===== src/isg_regs.vh =====
`ifndef ISG_REGS_VH
`define ISG_REGS_VH

// ---------------------------------------------------------------------------
// Register byte offsets
// ---------------------------------------------------------------------------
`define ISG_OFS_OP_COND 8'h00
`define ISG_OFS_OP_RISE 8'h04
`define ISG_OFS_OP_FALL 8'h08
`define ISG_OFS_OP_EVT 8'h0C
`define ISG_OFS_OP_EN 8'h10
`define ISG_OFS_AB_COND 8'h14
`define ISG_OFS_AB_RISE 8'h18
`define ISG_OFS_AB_FALL 8'h1C
`define ISG_OFS_AB_EVT 8'h20
`define ISG_OFS_AB_EN 8'h24

// ---------------------------------------------------------------------------
// Field layout and reset values
// ---------------------------------------------------------------------------
`define ISG_REG_W 16
`define ISG_OP_MASK 16'h0FFF
`define ISG_AB_MASK 16'h03FB
`define ISG_RST_VAL 16'h0000
`define ISG_STB_OP_BIT 7
`define ISG_STB_AB_BIT 3

// Operation condition bit positions.
`define ISG_OP_CV 0
`define ISG_OP_CC 1
`define ISG_OP_CR 2
`define ISG_OP_CP 3
`define ISG_OP_OFF 4
`define ISG_OP_SHORT 5
`define ISG_OP_ACQ_WAIT 6
`define ISG_OP_SEQ_WAIT 7
`define ISG_OP_LOG_WAIT 8
`define ISG_OP_ACQ_ACT 9
`define ISG_OP_SEQ_ACT 10
`define ISG_OP_LOG_ACT 11

// Abnormal condition bit positions.
`define ISG_AB_HV 0
`define ISG_AB_HC 1
`define ISG_AB_PWR 3
`define ISG_AB_THERM 4
`define ISG_AB_NHV 5
`define ISG_AB_CLAMP 6
`define ISG_AB_UNREG 7
`define ISG_AB_BLOCK 8
`define ISG_AB_LV 9

// ---------------------------------------------------------------------------
// AXI4-Lite responses
// ---------------------------------------------------------------------------
`define ISG_RESP_OKAY 2'h0
`define ISG_RESP_SLVERR 2'h2

`endif


===== src/isg_group.v =====
`timescale 1ns/1ps
`include "isg_regs.vh"

module isg_group #(
  parameter W = 16,
  parameter [15:0] MASK = 16'hFFFF
) (
  input wire clk,
  input wire rst_n,
  input wire [W-1:0] cond_in,
  input wire [W-1:0] rise_filter,
  input wire [W-1:0] fall_filter,
  input wire [W-1:0] enable,
  input wire evt_clear,
  output wire [W-1:0] cond,
  output reg [W-1:0] event_r,
  output wire summary
);
  reg [W-1:0] cond_prev_r;
  wire [W-1:0] hit;
  genvar i;

  assign cond = cond_in & MASK[W-1:0];

  always @(posedge clk or negedge rst_n) begin
    if (!rst_n) begin
      cond_prev_r <= {W{1'b0}};
    end else begin
      cond_prev_r <= cond;
    end
  end

  // ---------------------------------------------------------------------------
  // Per-bit transition filter and sticky event latch
  // ---------------------------------------------------------------------------
  generate
    for (i = 0; i < W; i = i + 1) begin : g_bit
      assign hit[i] = (rise_filter[i] & cond[i] & ~cond_prev_r[i]) |
                      (fall_filter[i] & ~cond[i] & cond_prev_r[i]);
      // A new transition in the clearing cycle wins over the read clear.
      always @(posedge clk or negedge rst_n) begin
        if (!rst_n) begin
          event_r[i] <= 1'b0;
        end else if (hit[i]) begin
          event_r[i] <= 1'b1;
        end else if (evt_clear) begin
          event_r[i] <= 1'b0;
        end
      end
    end
  endgenerate

  assign summary = |(event_r & enable);
endmodule // isg_group


===== src/isg_top.v =====
`timescale 1ns/1ps
`include "isg_regs.vh"

// Functional notes
// - Condition registers mirror live inputs every cycle, unlatched.
// - Rise-filter bit passes low-to-high condition changes into the event bit.
// - Fall-filter bit passes high-to-low condition changes into the event bit.
// - Both filters pass every edge; neither filter passes none.
// - Event bit latches on first qualified edge and stays set until its event register is read.
// - Event registers are read-only; writes do not alter them.
// - Enable registers are read/write and gate events into the summary.
// - Registers are written and read as binary-weighted integers.
// - Enabled operation events OR together onto status byte bit 7.
// - Enabled abnormal events OR together onto status byte bit 3.
// - Operation bits 0-3 flag voltage, current, resistance, power regulation.
// - Operation bit 4 means input off; bit 5 terminals shorted.
// - Operation bits 6-8 flag acquire, sequence, logger awaiting trigger.
// - Operation bits 9-11 flag acquire, sequence, logger initiated.
// - Abnormal bits 0 and 1 flag over-voltage and over-current disable.
// - Abnormal bit 3 flags positive power limit.
// - Abnormal bit 4 flags thermal trip; bit 5 negative over-voltage.
// - Abnormal bit 6 flags the mode-dependent opposite clamp limit.
// - Abnormal bit 7 flags lost regulation; bit 8 external inhibit.
// - Abnormal bit 9 flags under-voltage disable.

module isg_top (
  input wire clk,
  input wire rst_n,
  input wire const_voltage_flag,
  input wire const_current_flag,
  input wire const_resistance_flag,
  input wire const_power_flag,
  input wire input_off_flag,
  input wire terminals_bridged_flag,
  input wire acquire_trigger_wait,
  input wire sequence_trigger_wait,
  input wire logger_trigger_wait,
  input wire acquire_active,
  input wire sequence_active,
  input wire logger_active,
  input wire high_voltage_trip,
  input wire high_current_trip,
  input wire power_limit_flag,
  input wire thermal_trip,
  input wire negative_high_voltage_trip,
  input wire opposite_clamp_flag,
  input wire regulation_lost_flag,
  input wire external_block_flag,
  input wire low_voltage_trip,
  input wire [7:0] s_axi_awaddr,
  input wire s_axi_awvalid,
  output wire s_axi_awready,
  input wire [31:0] s_axi_wdata,
  input wire [3:0] s_axi_wstrb,
  input wire s_axi_wvalid,
  output wire s_axi_wready,
  output reg [1:0] s_axi_bresp,
  output reg s_axi_bvalid,
  input wire s_axi_bready,
  input wire [7:0] s_axi_araddr,
  input wire s_axi_arvalid,
  output wire s_axi_arready,
  output reg [31:0] s_axi_rdata,
  output reg [1:0] s_axi_rresp,
  output reg s_axi_rvalid,
  input wire s_axi_rready,
  output reg operation_summary,
  output reg abnormal_summary
);
  localparam W = `ISG_REG_W;

  // ---------------------------------------------------------------------------
  // Reset synchroniser
  // ---------------------------------------------------------------------------
  // Reset is taken at once and released only after two clock edges, so every register behind the
  // synchroniser leaves reset in the same cycle.
  reg rst_meta_r;
  reg rst_sync_r;
  always @(posedge clk or negedge rst_n) begin
    if (!rst_n) begin
      rst_meta_r <= 1'b0;
      rst_sync_r <= 1'b0;
    end else begin
      rst_meta_r <= 1'b1;
      rst_sync_r <= rst_meta_r;
    end
  end

  // ---------------------------------------------------------------------------
  // Condition assembly
  // ---------------------------------------------------------------------------
  // Condition inputs are wired straight through, and unused positions stay at zero.
  reg [W-1:0] op_raw;
  reg [W-1:0] ab_raw;
  always @* begin
    op_raw = {W{1'b0}};
    op_raw[`ISG_OP_CV] = const_voltage_flag;
    op_raw[`ISG_OP_CC] = const_current_flag;
    op_raw[`ISG_OP_CR] = const_resistance_flag;
    op_raw[`ISG_OP_CP] = const_power_flag;
    op_raw[`ISG_OP_OFF] = input_off_flag;
    op_raw[`ISG_OP_SHORT] = terminals_bridged_flag;
    op_raw[`ISG_OP_ACQ_WAIT] = acquire_trigger_wait;
    op_raw[`ISG_OP_SEQ_WAIT] = sequence_trigger_wait;
    op_raw[`ISG_OP_LOG_WAIT] = logger_trigger_wait;
    op_raw[`ISG_OP_ACQ_ACT] = acquire_active;
    op_raw[`ISG_OP_SEQ_ACT] = sequence_active;
    op_raw[`ISG_OP_LOG_ACT] = logger_active;
    ab_raw = {W{1'b0}};
    ab_raw[`ISG_AB_HV] = high_voltage_trip;
    ab_raw[`ISG_AB_HC] = high_current_trip;
    ab_raw[`ISG_AB_PWR] = power_limit_flag;
    ab_raw[`ISG_AB_THERM] = thermal_trip;
    ab_raw[`ISG_AB_NHV] = negative_high_voltage_trip;
    ab_raw[`ISG_AB_CLAMP] = opposite_clamp_flag;
    ab_raw[`ISG_AB_UNREG] = regulation_lost_flag;
    ab_raw[`ISG_AB_BLOCK] = external_block_flag;
    ab_raw[`ISG_AB_LV] = low_voltage_trip;
  end

  // ---------------------------------------------------------------------------
  // Software registers
  // ---------------------------------------------------------------------------
  // Filters and enables reset to zero, so no event is latched and no summary is raised until
  // software programs them.
  reg [W-1:0] operation_rise_filter_r;
  reg [W-1:0] operation_fall_filter_r;
  reg [W-1:0] operation_enable_r;
  reg [W-1:0] abnormal_rise_filter_r;
  reg [W-1:0] abnormal_fall_filter_r;
  reg [W-1:0] abnormal_enable_r;
  wire [W-1:0] operation_condition;
  wire [W-1:0] abnormal_condition;
  wire [W-1:0] operation_event;
  wire [W-1:0] abnormal_event;
  wire op_sum;
  wire ab_sum;
  reg op_evt_clr;
  reg ab_evt_clr;

  isg_group #(.W(W), .MASK(`ISG_OP_MASK)) u_op (
    .clk(clk),
    .rst_n(rst_sync_r),
    .cond_in(op_raw),
    .rise_filter(operation_rise_filter_r),
    .fall_filter(operation_fall_filter_r),
    .enable(operation_enable_r),
    .evt_clear(op_evt_clr),
    .cond(operation_condition),
    .event_r(operation_event),
    .summary(op_sum)
  );

  isg_group #(.W(W), .MASK(`ISG_AB_MASK)) u_ab (
    .clk(clk),
    .rst_n(rst_sync_r),
    .cond_in(ab_raw),
    .rise_filter(abnormal_rise_filter_r),
    .fall_filter(abnormal_fall_filter_r),
    .enable(abnormal_enable_r),
    .evt_clear(ab_evt_clr),
    .cond(abnormal_condition),
    .event_r(abnormal_event),
    .summary(ab_sum)
  );

  // ---------------------------------------------------------------------------
  // Status byte summaries
  // ---------------------------------------------------------------------------
  // Both summaries are registered, so each follows its event register by one cycle.
  always @(posedge clk or negedge rst_sync_r) begin
    if (!rst_sync_r) begin
      operation_summary <= 1'b0;
      abnormal_summary <= 1'b0;
    end else begin
      operation_summary <= op_sum;
      abnormal_summary <= ab_sum;
    end
  end

  // ---------------------------------------------------------------------------
  // AXI4-Lite write path
  // ---------------------------------------------------------------------------
  reg aw_held_r;
  reg w_held_r;
  reg [7:0] aw_addr_r;
  reg [31:0] w_data_r;
  reg [3:0] w_strb_r;
  wire aw_take;
  wire w_take;
  wire wr_go;
  reg [7:0] wr_addr;
  reg [31:0] wr_data;
  reg [3:0] wr_strb;
  reg [W-1:0] wr_val_lo;
  reg wr_ok;

  // An address or data beat that arrives alone is held until its partner arrives, and no new
  // beat is taken while a response waits, so only one write is under way at a time.
  assign s_axi_awready = !aw_held_r && !s_axi_bvalid;
  assign s_axi_wready = !w_held_r && !s_axi_bvalid;
  assign aw_take = s_axi_awvalid && s_axi_awready;
  assign w_take = s_axi_wvalid && s_axi_wready;
  assign wr_go = (aw_held_r || aw_take) && (w_held_r || w_take);

  always @* begin
    wr_addr = aw_held_r ? aw_addr_r : s_axi_awaddr;
    wr_data = w_held_r ? w_data_r : s_axi_wdata;
    wr_strb = w_held_r ? w_strb_r : s_axi_wstrb;
    wr_val_lo = wr_data[W-1:0];
    case (wr_addr)
      `ISG_OFS_OP_COND, `ISG_OFS_OP_RISE, `ISG_OFS_OP_FALL, `ISG_OFS_OP_EVT,
      `ISG_OFS_OP_EN, `ISG_OFS_AB_COND, `ISG_OFS_AB_RISE, `ISG_OFS_AB_FALL,
      `ISG_OFS_AB_EVT, `ISG_OFS_AB_EN: wr_ok = 1'b1;
      default: wr_ok = 1'b0;
    endcase
  end

  // Byte-lane merge of a 16-bit register with strobes.
  function [15:0] merge;
    input [15:0] old;
    input [15:0] val;
    input [1:0] strb;
    input [15:0] mask;
    begin
      merge[7:0] = strb[0] ? val[7:0] : old[7:0];
      merge[15:8] = strb[1] ? val[15:8] : old[15:8];
      merge = merge & mask;
    end
  endfunction

  // ---------------------------------------------------------------------------
  // Write response and register update
  // ---------------------------------------------------------------------------
  always @(posedge clk or negedge rst_sync_r) begin
    if (!rst_sync_r) begin
      aw_held_r <= 1'b0;
      w_held_r <= 1'b0;
      aw_addr_r <= 8'h00;
      w_data_r <= 32'h00000000;
      w_strb_r <= 4'h0;
      s_axi_bvalid <= 1'b0;
      s_axi_bresp <= `ISG_RESP_OKAY;
      operation_rise_filter_r <= `ISG_RST_VAL;
      operation_fall_filter_r <= `ISG_RST_VAL;
      operation_enable_r <= `ISG_RST_VAL;
      abnormal_rise_filter_r <= `ISG_RST_VAL;
      abnormal_fall_filter_r <= `ISG_RST_VAL;
      abnormal_enable_r <= `ISG_RST_VAL;
    end else begin
      if (s_axi_bvalid && s_axi_bready) begin
        s_axi_bvalid <= 1'b0;
      end
      if (wr_go) begin
        aw_held_r <= 1'b0;
        w_held_r <= 1'b0;
        s_axi_bvalid <= 1'b1;
        s_axi_bresp <= wr_ok ? `ISG_RESP_OKAY : `ISG_RESP_SLVERR;
        // Condition and event offsets accept the write and change nothing.
        case (wr_addr)
          `ISG_OFS_OP_RISE: operation_rise_filter_r <= merge(operation_rise_filter_r,
            wr_val_lo, wr_strb[1:0], `ISG_OP_MASK);
          `ISG_OFS_OP_FALL: operation_fall_filter_r <= merge(operation_fall_filter_r,
            wr_val_lo, wr_strb[1:0], `ISG_OP_MASK);
          `ISG_OFS_OP_EN: operation_enable_r <= merge(operation_enable_r,
            wr_val_lo, wr_strb[1:0], `ISG_OP_MASK);
          `ISG_OFS_AB_RISE: abnormal_rise_filter_r <= merge(abnormal_rise_filter_r,
            wr_val_lo, wr_strb[1:0], `ISG_AB_MASK);
          `ISG_OFS_AB_FALL: abnormal_fall_filter_r <= merge(abnormal_fall_filter_r,
            wr_val_lo, wr_strb[1:0], `ISG_AB_MASK);
          `ISG_OFS_AB_EN: abnormal_enable_r <= merge(abnormal_enable_r,
            wr_val_lo, wr_strb[1:0], `ISG_AB_MASK);
          default: ;
        endcase
      end else begin
        if (aw_take) begin
          aw_held_r <= 1'b1;
          aw_addr_r <= s_axi_awaddr;
        end
        if (w_take) begin
          w_held_r <= 1'b1;
          w_data_r <= s_axi_wdata;
          w_strb_r <= s_axi_wstrb;
        end
      end
    end
  end

  // ---------------------------------------------------------------------------
  // AXI4-Lite read path
  // ---------------------------------------------------------------------------
  wire ar_take;
  reg [W-1:0] rd_val;
  reg rd_ok;

  // An event read clears its register at the accepting edge while the read data keeps the bits
  // seen before the clear; a transition in that same cycle sets its bit again.
  assign s_axi_arready = !s_axi_rvalid;
  assign ar_take = s_axi_arvalid && s_axi_arready;

  always @* begin
    rd_ok = 1'b1;
    op_evt_clr = 1'b0;
    ab_evt_clr = 1'b0;
    case (s_axi_araddr)
      `ISG_OFS_OP_COND: rd_val = operation_condition;
      `ISG_OFS_OP_RISE: rd_val = operation_rise_filter_r;
      `ISG_OFS_OP_FALL: rd_val = operation_fall_filter_r;
      `ISG_OFS_OP_EVT: begin
        rd_val = operation_event;
        op_evt_clr = ar_take;
      end
      `ISG_OFS_OP_EN: rd_val = operation_enable_r;
      `ISG_OFS_AB_COND: rd_val = abnormal_condition;
      `ISG_OFS_AB_RISE: rd_val = abnormal_rise_filter_r;
      `ISG_OFS_AB_FALL: rd_val = abnormal_fall_filter_r;
      `ISG_OFS_AB_EVT: begin
        rd_val = abnormal_event;
        ab_evt_clr = ar_take;
      end
      `ISG_OFS_AB_EN: rd_val = abnormal_enable_r;
      default: begin
        rd_val = {W{1'b0}};
        rd_ok = 1'b0;
      end
    endcase
  end

  // ---------------------------------------------------------------------------
  // Read response register
  // ---------------------------------------------------------------------------
  always @(posedge clk or negedge rst_sync_r) begin
    if (!rst_sync_r) begin
      s_axi_rvalid <= 1'b0;
      s_axi_rdata <= 32'h00000000;
      s_axi_rresp <= `ISG_RESP_OKAY;
    end else if (ar_take) begin
      s_axi_rvalid <= 1'b1;
      s_axi_rdata <= {16'h0000, rd_val};
      s_axi_rresp <= rd_ok ? `ISG_RESP_OKAY : `ISG_RESP_SLVERR;
    end else if (s_axi_rvalid && s_axi_rready) begin
      s_axi_rvalid <= 1'b0;
    end
  end
endmodule // isg_top


===== config.mk =====
export PLATFORM = sky130hd
export DESIGN_NAME = isg_top
export DESIGN_NICKNAME = d
export VERILOG_FILES = /design/src/isg_group.v /design/src/isg_top.v
export VERILOG_INCLUDE_DIRS = /design/src
export SDC_FILE = /design/constraint.sdc
export NUM_CORES = 1
export LEC_CHECK = 0
export ABC_AREA = 0
export BUFFER_PORTS_ARGS = -buffer_cell sky130_fd_sc_hd__buf_2
export CORE_ASPECT_RATIO = 0.5
export CORE_MARGIN = 1.5
export CORE_UTILIZATION = 50
export CTS_CLUSTER_SIZE = 28
export DETAILED_ROUTE_END_ITERATION = 12
export PLACE_DENSITY = 0.74
export SKIP_CTS_REPAIR_TIMING = 1
export SLEW_MARGIN = 5
export SYNTH_ARGS = -nofsm -noshare
export SYNTH_HDL_FRONTEND = slang
export SYNTH_HIERARCHICAL = 1
export SYNTH_SLANG_ARGS = --single-unit

===== constraint.sdc =====
create_clock -name clk -period 4.9 [get_ports clk]
set_clock_uncertainty 0.2 [all_clocks]
set_input_delay 0.98 -clock clk [delete_from_list [all_inputs] [get_ports clk]]
set_output_delay 0.98 -clock clk [all_outputs]
set_load 0.02 [all_outputs]

After elaboration in Yosys (flattened, before gate mapping):

Cells that the tools add are included.

* register bits after elaboration: 157
* output and inout port bits: 43

* eq/ne operators: 18
* reductions and logical operators: 59
* bitwise logic cells: 150
* multiplexer cells: 41

Operators with widths (count)
* 16-bit case mux with 10 select lines: 1
* 1-bit bitwise AND: 84
* 8-bit by 5-bit == test with 1-bit output (second input constant): 8
* 2-bit nonzero test: 25
* 1-bit NOT: 43
* 3-bit AND reduction: 12
* 1-bit two-way mux: 35
* 8-bit by 4-bit == test with 1-bit output (second input constant): 4
* 8-bit by 6-bit == test with 1-bit output (second input constant): 4
* 16-bit OR reduction: 2
* 1-bit bitwise OR: 21
* 10-bit OR reduction: 2
* 16-bit by 10-bit bitwise AND with 16-bit output: 1
* 16-bit by 12-bit bitwise AND with 16-bit output: 1
* 8-bit by 3-bit == test with 1-bit output (second input constant): 2
* 8-bit logical NOT: 2
* 12-bit two-way mux: 1
* 1-bit logical AND: 8
* 8-bit two-way mux: 1
* 2-bit two-way mux: 3
* 1-bit logical NOT: 4
* 2-bit AND reduction: 2
* 1-bit logical OR: 2

Logic depth before layout (Yosys ltp):

Gate-level depths: netlist of the first run.

* depth in word-level cells: 7
* gate-level depth with buffers: 7
* mapped depth without buffers: 5

Hierarchy:

The synthesis of the first run kept the hierarchy.

Modules (own cells, without submodules)
* isg_top: times used 1, cells an instance 500, area each 5804.3 µm²
* isg_group (u_op): times used 1, cells an instance 102, area each 1123.6 µm²
* isg_group (u_ab): times used 1, cells an instance 85, area each 893.4 µm²

Least setup slack after synthesis of the first run:

No wires, ideal clock.

* path kind: input port to flip-flop
* start point: input port s_axi_awvalid
* end point: register operation_rise_filter_r[0]
* cell stages on the path: 6
* arrival time: 2.564 ns
* library setup time: 0.125 ns
* required time: 4.575 ns
* path slack: 2.011 ns
* buffers on the path: 1
* path through: nor2b_1 o22ai_1 or3b_1 buf_2 nor4_4 mux2_2

* cells in the longest elaborated chain, start to end: 4

Ends and longest elaborated chain
* start, declared: line isg_top.v:51 `input wire s_axi_awvalid,`
* 1-bit logical AND: line isg_top.v:202 `assign aw_take = s_axi_awvalid && s_axi_awready;`
* 1-bit logical OR: line isg_top.v:204 `assign wr_go = (aw_held_r || aw_take) && (w_held_r || w_take);`
* 1-bit logical AND: line isg_top.v:204
* 3-bit AND reduction (no source line)
* end signal, assigned: line isg_top.v:244 `` operation_rise_filter_r <= `ISG_RST_VAL; ``
* end signal, assigned: line isg_top.v:261 `` `ISG_OFS_OP_RISE: operation_rise_filter_r <= merge(operation_rise_filter_r, ``
* end, declared: line isg_top.v:126 `reg [W-1:0] operation_rise_filter_r;`

No other way between the ends.
A chain may end at the register's enable or synchronous reset.

Worst setup path in the final report of the first run:

* start point: register w_held_r
* end point: register operation_rise_filter_r[3]

* cells in the longest elaborated chain, start to end: 6
* elaborated cells on any way between the ends: 8
* classes of those cells: mux: 2; reduce/logical: 6

Ends and longest elaborated chain
* start, declared: line isg_top.v:185 `reg w_held_r;`
* start signal, assigned: line isg_top.v:238 `w_held_r <= 1'b0;`
* start signal, assigned: line isg_top.v:256 `w_held_r <= 1'b0;`
* start signal, assigned: line isg_top.v:281 `w_held_r <= 1'b1;`
* 1-bit logical NOT: line isg_top.v:201 `assign s_axi_wready = !w_held_r && !s_axi_bvalid;`
* 1-bit logical AND: line isg_top.v:201
* 1-bit logical AND: line isg_top.v:203 `assign w_take = s_axi_wvalid && s_axi_wready;`
* 1-bit logical OR: line isg_top.v:204
* 1-bit logical AND: line isg_top.v:204
* 3-bit AND reduction (no source line)

Several ways; a longest one is shown, not always the timed one.

==> impl_metrics.toml, run 1 <==
[worst_setup_path]
r2r_cells = 4
regToRegEndpoint = "operation_rise_filter_r[3]"
ff2ff_setup_slack_ps = 1580
cp.required_ps = 5000
worstPathMaxFanout = 19
r2r_start = "w_held_r"
end_kind = "flip-flop"
startpoint_type = "flip-flop"
critical_path_class = "reg2reg"
cp.arrival_ps = 3420

[logic_synthesis]
ys_ff_latch = 153
yosys-top-cells-area = "dfrtp_1 49%, mux2_2 15%, buf_4 5.9%"
yosys.area.top_type_share = 0.490
ys_async_sr_fraction = 1.00
synth_area_mm2 = 0.00782
synth_warnings = 6
syn_inst = 687
synth_ff_type = "dfrtp_1"
yosys.cell_types.count = 52
synth_edf_count = 0
ys_seq_area_frac = 0.490
postSynthAreaPerCell_um2 = 11.4
synth_area_leader_cell = "dfrtp_1"

[layout]
fillers = 1283
n_antenna_cell = 0
multiInputGateArea_mm2 = 0.00346
layout-drive-gt1-share = 0.328
nets = 823
final_common_cell = "dfrtp_1"
most-common-layout-cells = "152 x dfrtp_1, 107 x mux2_2, 82 x buf_2"
fin_cells = 960
area_growth_pct = 11.9
seq_area_mm2 = 0.00383

[timing]
fin_hold_ws_ps = 56.6
setup_viol = 0
finalCriticalPeriod_ps = 3320
finalCritPeriodShare = 0.678
final_hold_viol_count = 0
tightest_slew_ps = 998
fmax_mhz = 301
fin_setup_tns_ps = 0
drv_slew = 0
rsz0062_at_grt = "no"
slew-limit-headroom = 0.330

[die]
start_util = 0.510
die-area_mm2 = 0.0164
die_y_um = 91.4
io_pins = 123
num_rows = 32
coreArea_mm2 = 0.0153
die_w_um = 180

[clock_network]
clockBufferDepth = 2
clock_latency_ps = 420
cts-htree-levels = 4
cts_root_buffer = "clkbuf_16"
cts_tree = "built"
path_clk_slew_ps = 60
cts_inserted_buffers = 17
clock-sinks = 153

[drt]
top_layer_used = "met4"
routed_via_density = 5.91
ant_nets = 0
wire_per_inst_um = 20.3
drt_iter0_drc = 459
met2WireLength_mm = 8.43
wl_met1_mm = 9.16
wirelength_mm = 19.5
wl_met3_mm = 1.53
drc = 0
vias = 5669
drt_pre_antenna_iters = 6

[grt]
grtUsageTotal = 0.246
grt_max_degree = 124
first_global_vias = 5511
grt_pass1_wl_mm = 30.7
antenna_found_initial = 0
overflow = 0

[placed_design]
dp.cells = 928
gp_congestion = 0.865
io_buffer_count = 82
dp_hpwl_mm = 13.6

[power_and_ir_drop]
leakagePower_nw = 3.98
p_per_area_mw_per_mm2 = 422
ir_drop_uv = 390

[flow_run]
drv_cap = 0

[hold_path]
hold_class = "reg2async"

[run_status]
status = "finished, final reports clean"
==> synth_stat cells (2+ instances only) <==
master	count
a22oi_1	18
nor2b_1	4
a31oi_1	4
nor4_1	7
nand3b_1	19
inv_1	26
nand3_1	15
o32ai_1	3
and3_1	4
o2bb2ai_1	4
a221oi_1	5
nand2_1	51
and2_1	2
o22a_1	2
nor4b_1	2
nor4_4	2
o22ai_1	7
buf_1	4
mux2i_1	26
a211oi_1	5
dfrtp_1	153
nor2_1	17
buf_4	61
nor3_2	3
nand2b_1	3
a221oi_2	4
o21ai_0	22
a222oi_1	3
nor2_2	2
nor3_1	12
a32oi_1	3
a22o_1	8
conb_1	4
buf_2	8
a21oi_1	10
clkbuf_1	16
o221ai_1	25
or2_2	3
mux2_2	107
==> where the power goes <==
group	switching [mW]	internal (mW)	total, mW
logic	0.365	0.310	0.675
registers	0.175	1.45	1.62
clock network	0.518	0.880	1.40
total	1.06	2.64	3.70
==> how the worst max path moves through the flow <==
stage / to / from / depth (start not counted)
after floorplan: abnormal_enable_r[0] / rst_sync_r / 0
after global placement: u_op/event_r[7] / s_axi_araddr[4] / 5
after detailed placement: u_op/event_r[3] / s_axi_araddr[4] / 5
after CTS: operation_rise_filter_r[6] / w_held_r / 4
after global routing: operation_rise_filter_r[6] / w_held_r / 4
final: operation_rise_filter_r[3] / w_held_r / 4
==> cells by family (layout without fill, tap and decap cells) <==
group | Yosys count | after routing | share of synthesized area
flops | 153 | 153 | 0.490
simple gates | 153 | 153 | 0.108
mux | 134 | 134 | 0.190
compound gates | 127 | 127 | 0.123
buf+inv | 116 | 148 | 0.0872
other cells | 4 | 41 | 0.00192
==> cell type report <==
| type | count | share of cell area |
|---|---|---|
| repair buffers | 90 | 0.0552 |
| clock buffers | 21 | 0.0526 |
| multi-input cells | 455 | 0.395 |
| well taps | 204 | 0.0292 |
| clock inverters | 11 | 0.0193 |
| flip-flops and latches | 153 | 0.438 |
| inverters | 26 | 0.0111 |
==> state kept, by name, indices dropped and copies added, names as in the netlist <==
name and flops:
u_ab/cond_prev_r 9, s_axi_rvalid 1, operation_fall_filter_r 12, w_held_r 1
abnormal_fall_filter_r 9, u_op/cond_prev_r 12, operation_enable_r 12, rst_meta_r 1
s_axi_rresp 1, operation_summary 1, abnormal_rise_filter_r 9, s_axi_bresp 1
aw_addr_r 8, abnormal_enable_r 9, u_ab/event_r 9, s_axi_bvalid 1
s_axi_rdata 16, operation_rise_filter_r 12, abnormal_summary 1, w_data_r 12
w_strb_r 2, rst_sync_r 1, u_op/event_r 12, aw_held_r 1
==> through the flow <==
step	instance area [um^2]	utilization	worst slack (ps)	power (mW)
floorplan	7960	-	121	2.13
CTS	8750	0.571	1600	3.71
global placement	8120	0.530	1240	2.28
finish	8750	0.571	1580	3.70
global route	8750	0.571	1420	3.87
detailed placement	8120	0.530	1260	2.31
==> layer usage <==
metal / vias up / global-route usage
li1: 2550 / -
met1: 2829 / 0.350
met2: 257 / 0.363
met3: 33 / 0.0666
met4: 0 / 0.0771
met5: - / 0
==> worst max-delay path, cell delays in order (launching register included) <==
cell and delay [ps]:
dfrtp_1 840, o22ai_1 390, or3b_1 560, nor4_4 790, mux2_2 410
(Power assumes the default switching activity.)
==> run 2, diff against run 1 <==
--- a/config.mk
+++ b/config.mk
@@ -6,14 +6,14 @@
 export SDC_FILE = /design/constraint.sdc
 export NUM_CORES = 1
 export LEC_CHECK = 0
-export ABC_AREA = 0
+export ABC_AREA = 1
 export BUFFER_PORTS_ARGS = -buffer_cell sky130_fd_sc_hd__buf_2
 export CORE_ASPECT_RATIO = 0.5
 export CORE_MARGIN = 1.5
 export CORE_UTILIZATION = 50
 export CTS_CLUSTER_SIZE = 28
 export DETAILED_ROUTE_END_ITERATION = 12
-export PLACE_DENSITY = 0.74
+export PLACE_DENSITY = 0.73
 export SKIP_CTS_REPAIR_TIMING = 1
 export SLEW_MARGIN = 5
 export SYNTH_ARGS = -nofsm -noshare
==> constraint.sdc (replaced) <==
create_clock -name clk -period 2.7 [get_ports clk]
set_clock_uncertainty 0.2 [all_clocks]
set_input_delay 0.54 -clock clk [delete_from_list [all_inputs] [get_ports clk]]
set_output_delay 0.54 -clock clk [all_outputs]
set_load 0.02 [all_outputs]
==> impl_metrics.toml, run 2 <==
[die]
coreArea_mm2 = 0.0158
die_y_um = 94.0
die-area_mm2 = 0.0174
io_pins = 123
start_util = 0.525
die_w_um = 185
num_rows = 32

[placed_design]
gp_congestion = 0.879
io_buffer_count = 82
dp_slack_ps = 380
dp_hpwl_mm = 14.7

[clock_network]
clockBufferDepth = 2
cts-htree-levels = 4
cts_inserted_buffers = 17
cts_tree = "built"
clock-sinks = 153
cts_root_buffer = "clkbuf_16"
clock_latency_ps = 420
path_clk_slew_ps = 70

[drt]
drc = 0
drt_iter0_drc = 710
wirelength_mm = 21.2
drt_pre_antenna_iters = 7
wire_per_inst_um = 15.3
vias = 7267
ant_nets = 0
routed_via_density = 5.26

[logic_synthesis]
yosys.cell_types.count = 29
postSynthAreaPerCell_um2 = 7.68
yosys-top-cells-count = "406 x nand2_1, 168 x nand3_1, 153 x dfrtp_1, 65 x buf_4, 62 x nor2_1"
synth_area_mm2 = 0.00828
synth_ff_type = "dfrtp_1"
synth_area_leader_cell = "dfrtp_1"
synth_edf_count = 0
synth_warnings = 6
ys_async_sr_fraction = 1.00
syn_inst = 1077
yosysMostFrequentCell = "nand2_1"
yosys-top-cells-area = "dfrtp_1 46%, nand2_1 18%, nand3_1 10%"
ys_seq_area_frac = 0.463
ys_ff_latch = 153
yosys.area.top_type_share = 0.463

[layout]
layout-drive-gt1-share = 0.164
n_antenna_cell = 0
fillers = 1476
top_register = "s_axi_rdata"
most-common-layout-cells = "406 x nand2_1, 168 x nand3_1, 152 x dfrtp_1"
area_growth_pct = 12.8
largest_register_ffs = 16
final_common_cell = "nand2_1"
nets = 1227

[worst_setup_path]
cp.arrival_ps = 2400
worstSetupStartpoint = "aw_held_r"
cpMostUsedCell = "nand2_1"
r2r_cells = 7
critical_path_buf_inv_count = 1
crit_slowest_cell = "dfrtp_1"
startpoint_type = "flip-flop"
critPathTopFamily = "simple AND/OR/NAND/NOR gates"
cp_cell_sequence = "o21bai_2 > nand2_2 > nor2_2 > buf_12 > nand3_2 > nand2_1 > nand2_1"
cp.required_ps = 2810
critical_path_class = "reg2reg"
r2r_start = "aw_held_r"
worstPathMaxFanout = 17
end_kind = "flip-flop"
cpPeakStageDelay_ps = 700
path_depth = 7

[power_and_ir_drop]
swShare = 0.344
switchingPower_mw = 2.35
ir_drop_uv = 550
p_per_area_mw_per_mm2 = 732
pwr-share-clk = 0.342
combPwrFrac = 0.230
p_seq_frac = 0.427
p_int_mw = 4.49
leakagePower_nw = 4.99

[timing]
rsz0062_at_grt = "no"
drv_slew = 0
fmax_mhz = 435
final_hold_viol_count = 0
setup_viol = 0
finalCritPeriodShare = 0.852
setup_ws_ps = 401
tightest_slew_ps = 970
slew-limit-headroom = 0.346
fin_setup_tns_ps = 0
finalCriticalPeriod_ps = 2300

[grt]
grtUsageTotal = 0.260
first_global_vias = 6666
grt_pass1_wl_mm = 34.3
grt_max_degree = 54
antenna_found_initial = 0
overflow = 0

[run_status]
status = "finished, final reports clean"

[flow_run]
drv_cap = 0

[hold_path]
hp-start = "acquire_active"
hold-path-cell-count = 1
hold_class = "in2reg"
run 2: cell types whose count changed in the layout (fill, tap and decap cells not counted), sizes merged, moves of 25 or more:
cell	delta
nand2	+357
nand3	+163
mux2	-105
nor2	+54
inv	+39
mux2i	-26
o221ai	-25
run 2: worst paths after layout:
kind | endpoint | slack [ps]
worst max-delay path | operation_fall_filter_r[11] | 400
worst min-delay path | u_op/cond_prev_r[9] | 60
worst max register to register | operation_fall_filter_r[11] | 400
worst min register to register | w_data_r[0] | 110
max in group asynchronous | operation_fall_filter_r[3] | 1440
min in group asynchronous | w_data_r[0] | 110
run 2: kinds of logic (layout without fill, tap and decap cells):
| logic type | after synthesis | count (layout) | synth area share |
|---|---|---|---|
| other | 4 | 41 | 0.00181 |
| multiplexers | 2 | 2 | 0.00272 |
| AO/OA/AOI/OAI | 71 | 71 | 0.0615 |
| AND/OR/NAND/NOR | 687 | 687 | 0.363 |
| buffers and inverters | 160 | 206 | 0.108 |
| flip-flops | 153 | 153 | 0.463 |
run 2: stage by stage:
stage          cells  utilization  hold WS (ps)  total power, mW  instance area [um^2]
3_3_place_gp    1348        0.555           116             4.45                  8750
5_1_grt         1381        0.592          44.5             7.20                  9340
4_1_cts         1380        0.591          -320             6.86                  9330
2_1_floorplan   1114            -          44.4             4.04                  8420
6_report        1381        0.592          59.1             6.84                  9340
3_5_place_dp    1348        0.555           118             4.51                  8750
run 2: power by group through the flow:
| stage | clock [mW] | sequential, mW | combinational [mW] |
|---|---|---|---|
| after floorplan | 0 | 2.91 | 1.12 |
| final | 2.34 | 2.92 | 1.58 |
| after CTS | 2.38 | 2.92 | 1.56 |
| after global placement | 0 | 2.94 | 1.51 |
| after detailed placement | 0 | 2.96 | 1.56 |
| after global routing | 2.48 | 2.97 | 1.75 |
run 2: per-layer routing:
metal  up-vias  GRT usage  part of all wire
met1      3409      0.386              0.48
li1       3507          -                 -
met3        22     0.0709              0.10
met5         -          0                 0
met4         0     0.0603             0.011
met2       329      0.376              0.41
run 2: cell type report:
| type | instances | area (um^2) | area share |
|---|---|---|---|
| timing repair buffer | 114 | 728 | 0.0780 |
| sequential | 153 | 3830 | 0.411 |
| inverter | 60 | 225 | 0.0241 |
| multi-input combinational | 801 | 3700 | 0.396 |
| tap | 221 | 277 | 0.0296 |
| clock inverter | 13 | 134 | 0.0143 |
| clock buffer | 19 | 443 | 0.0474 |
run 2: worst reg2reg max path, delay by kind of cell, from the launching register on:
kind / cells / cell delay (ps)
AND/OR/NAND/NOR: 5 / 800
flip-flops: 1 / 700
AO/OA/AOI/OAI: 1 / 270
buffers and inverters: 1 / 210
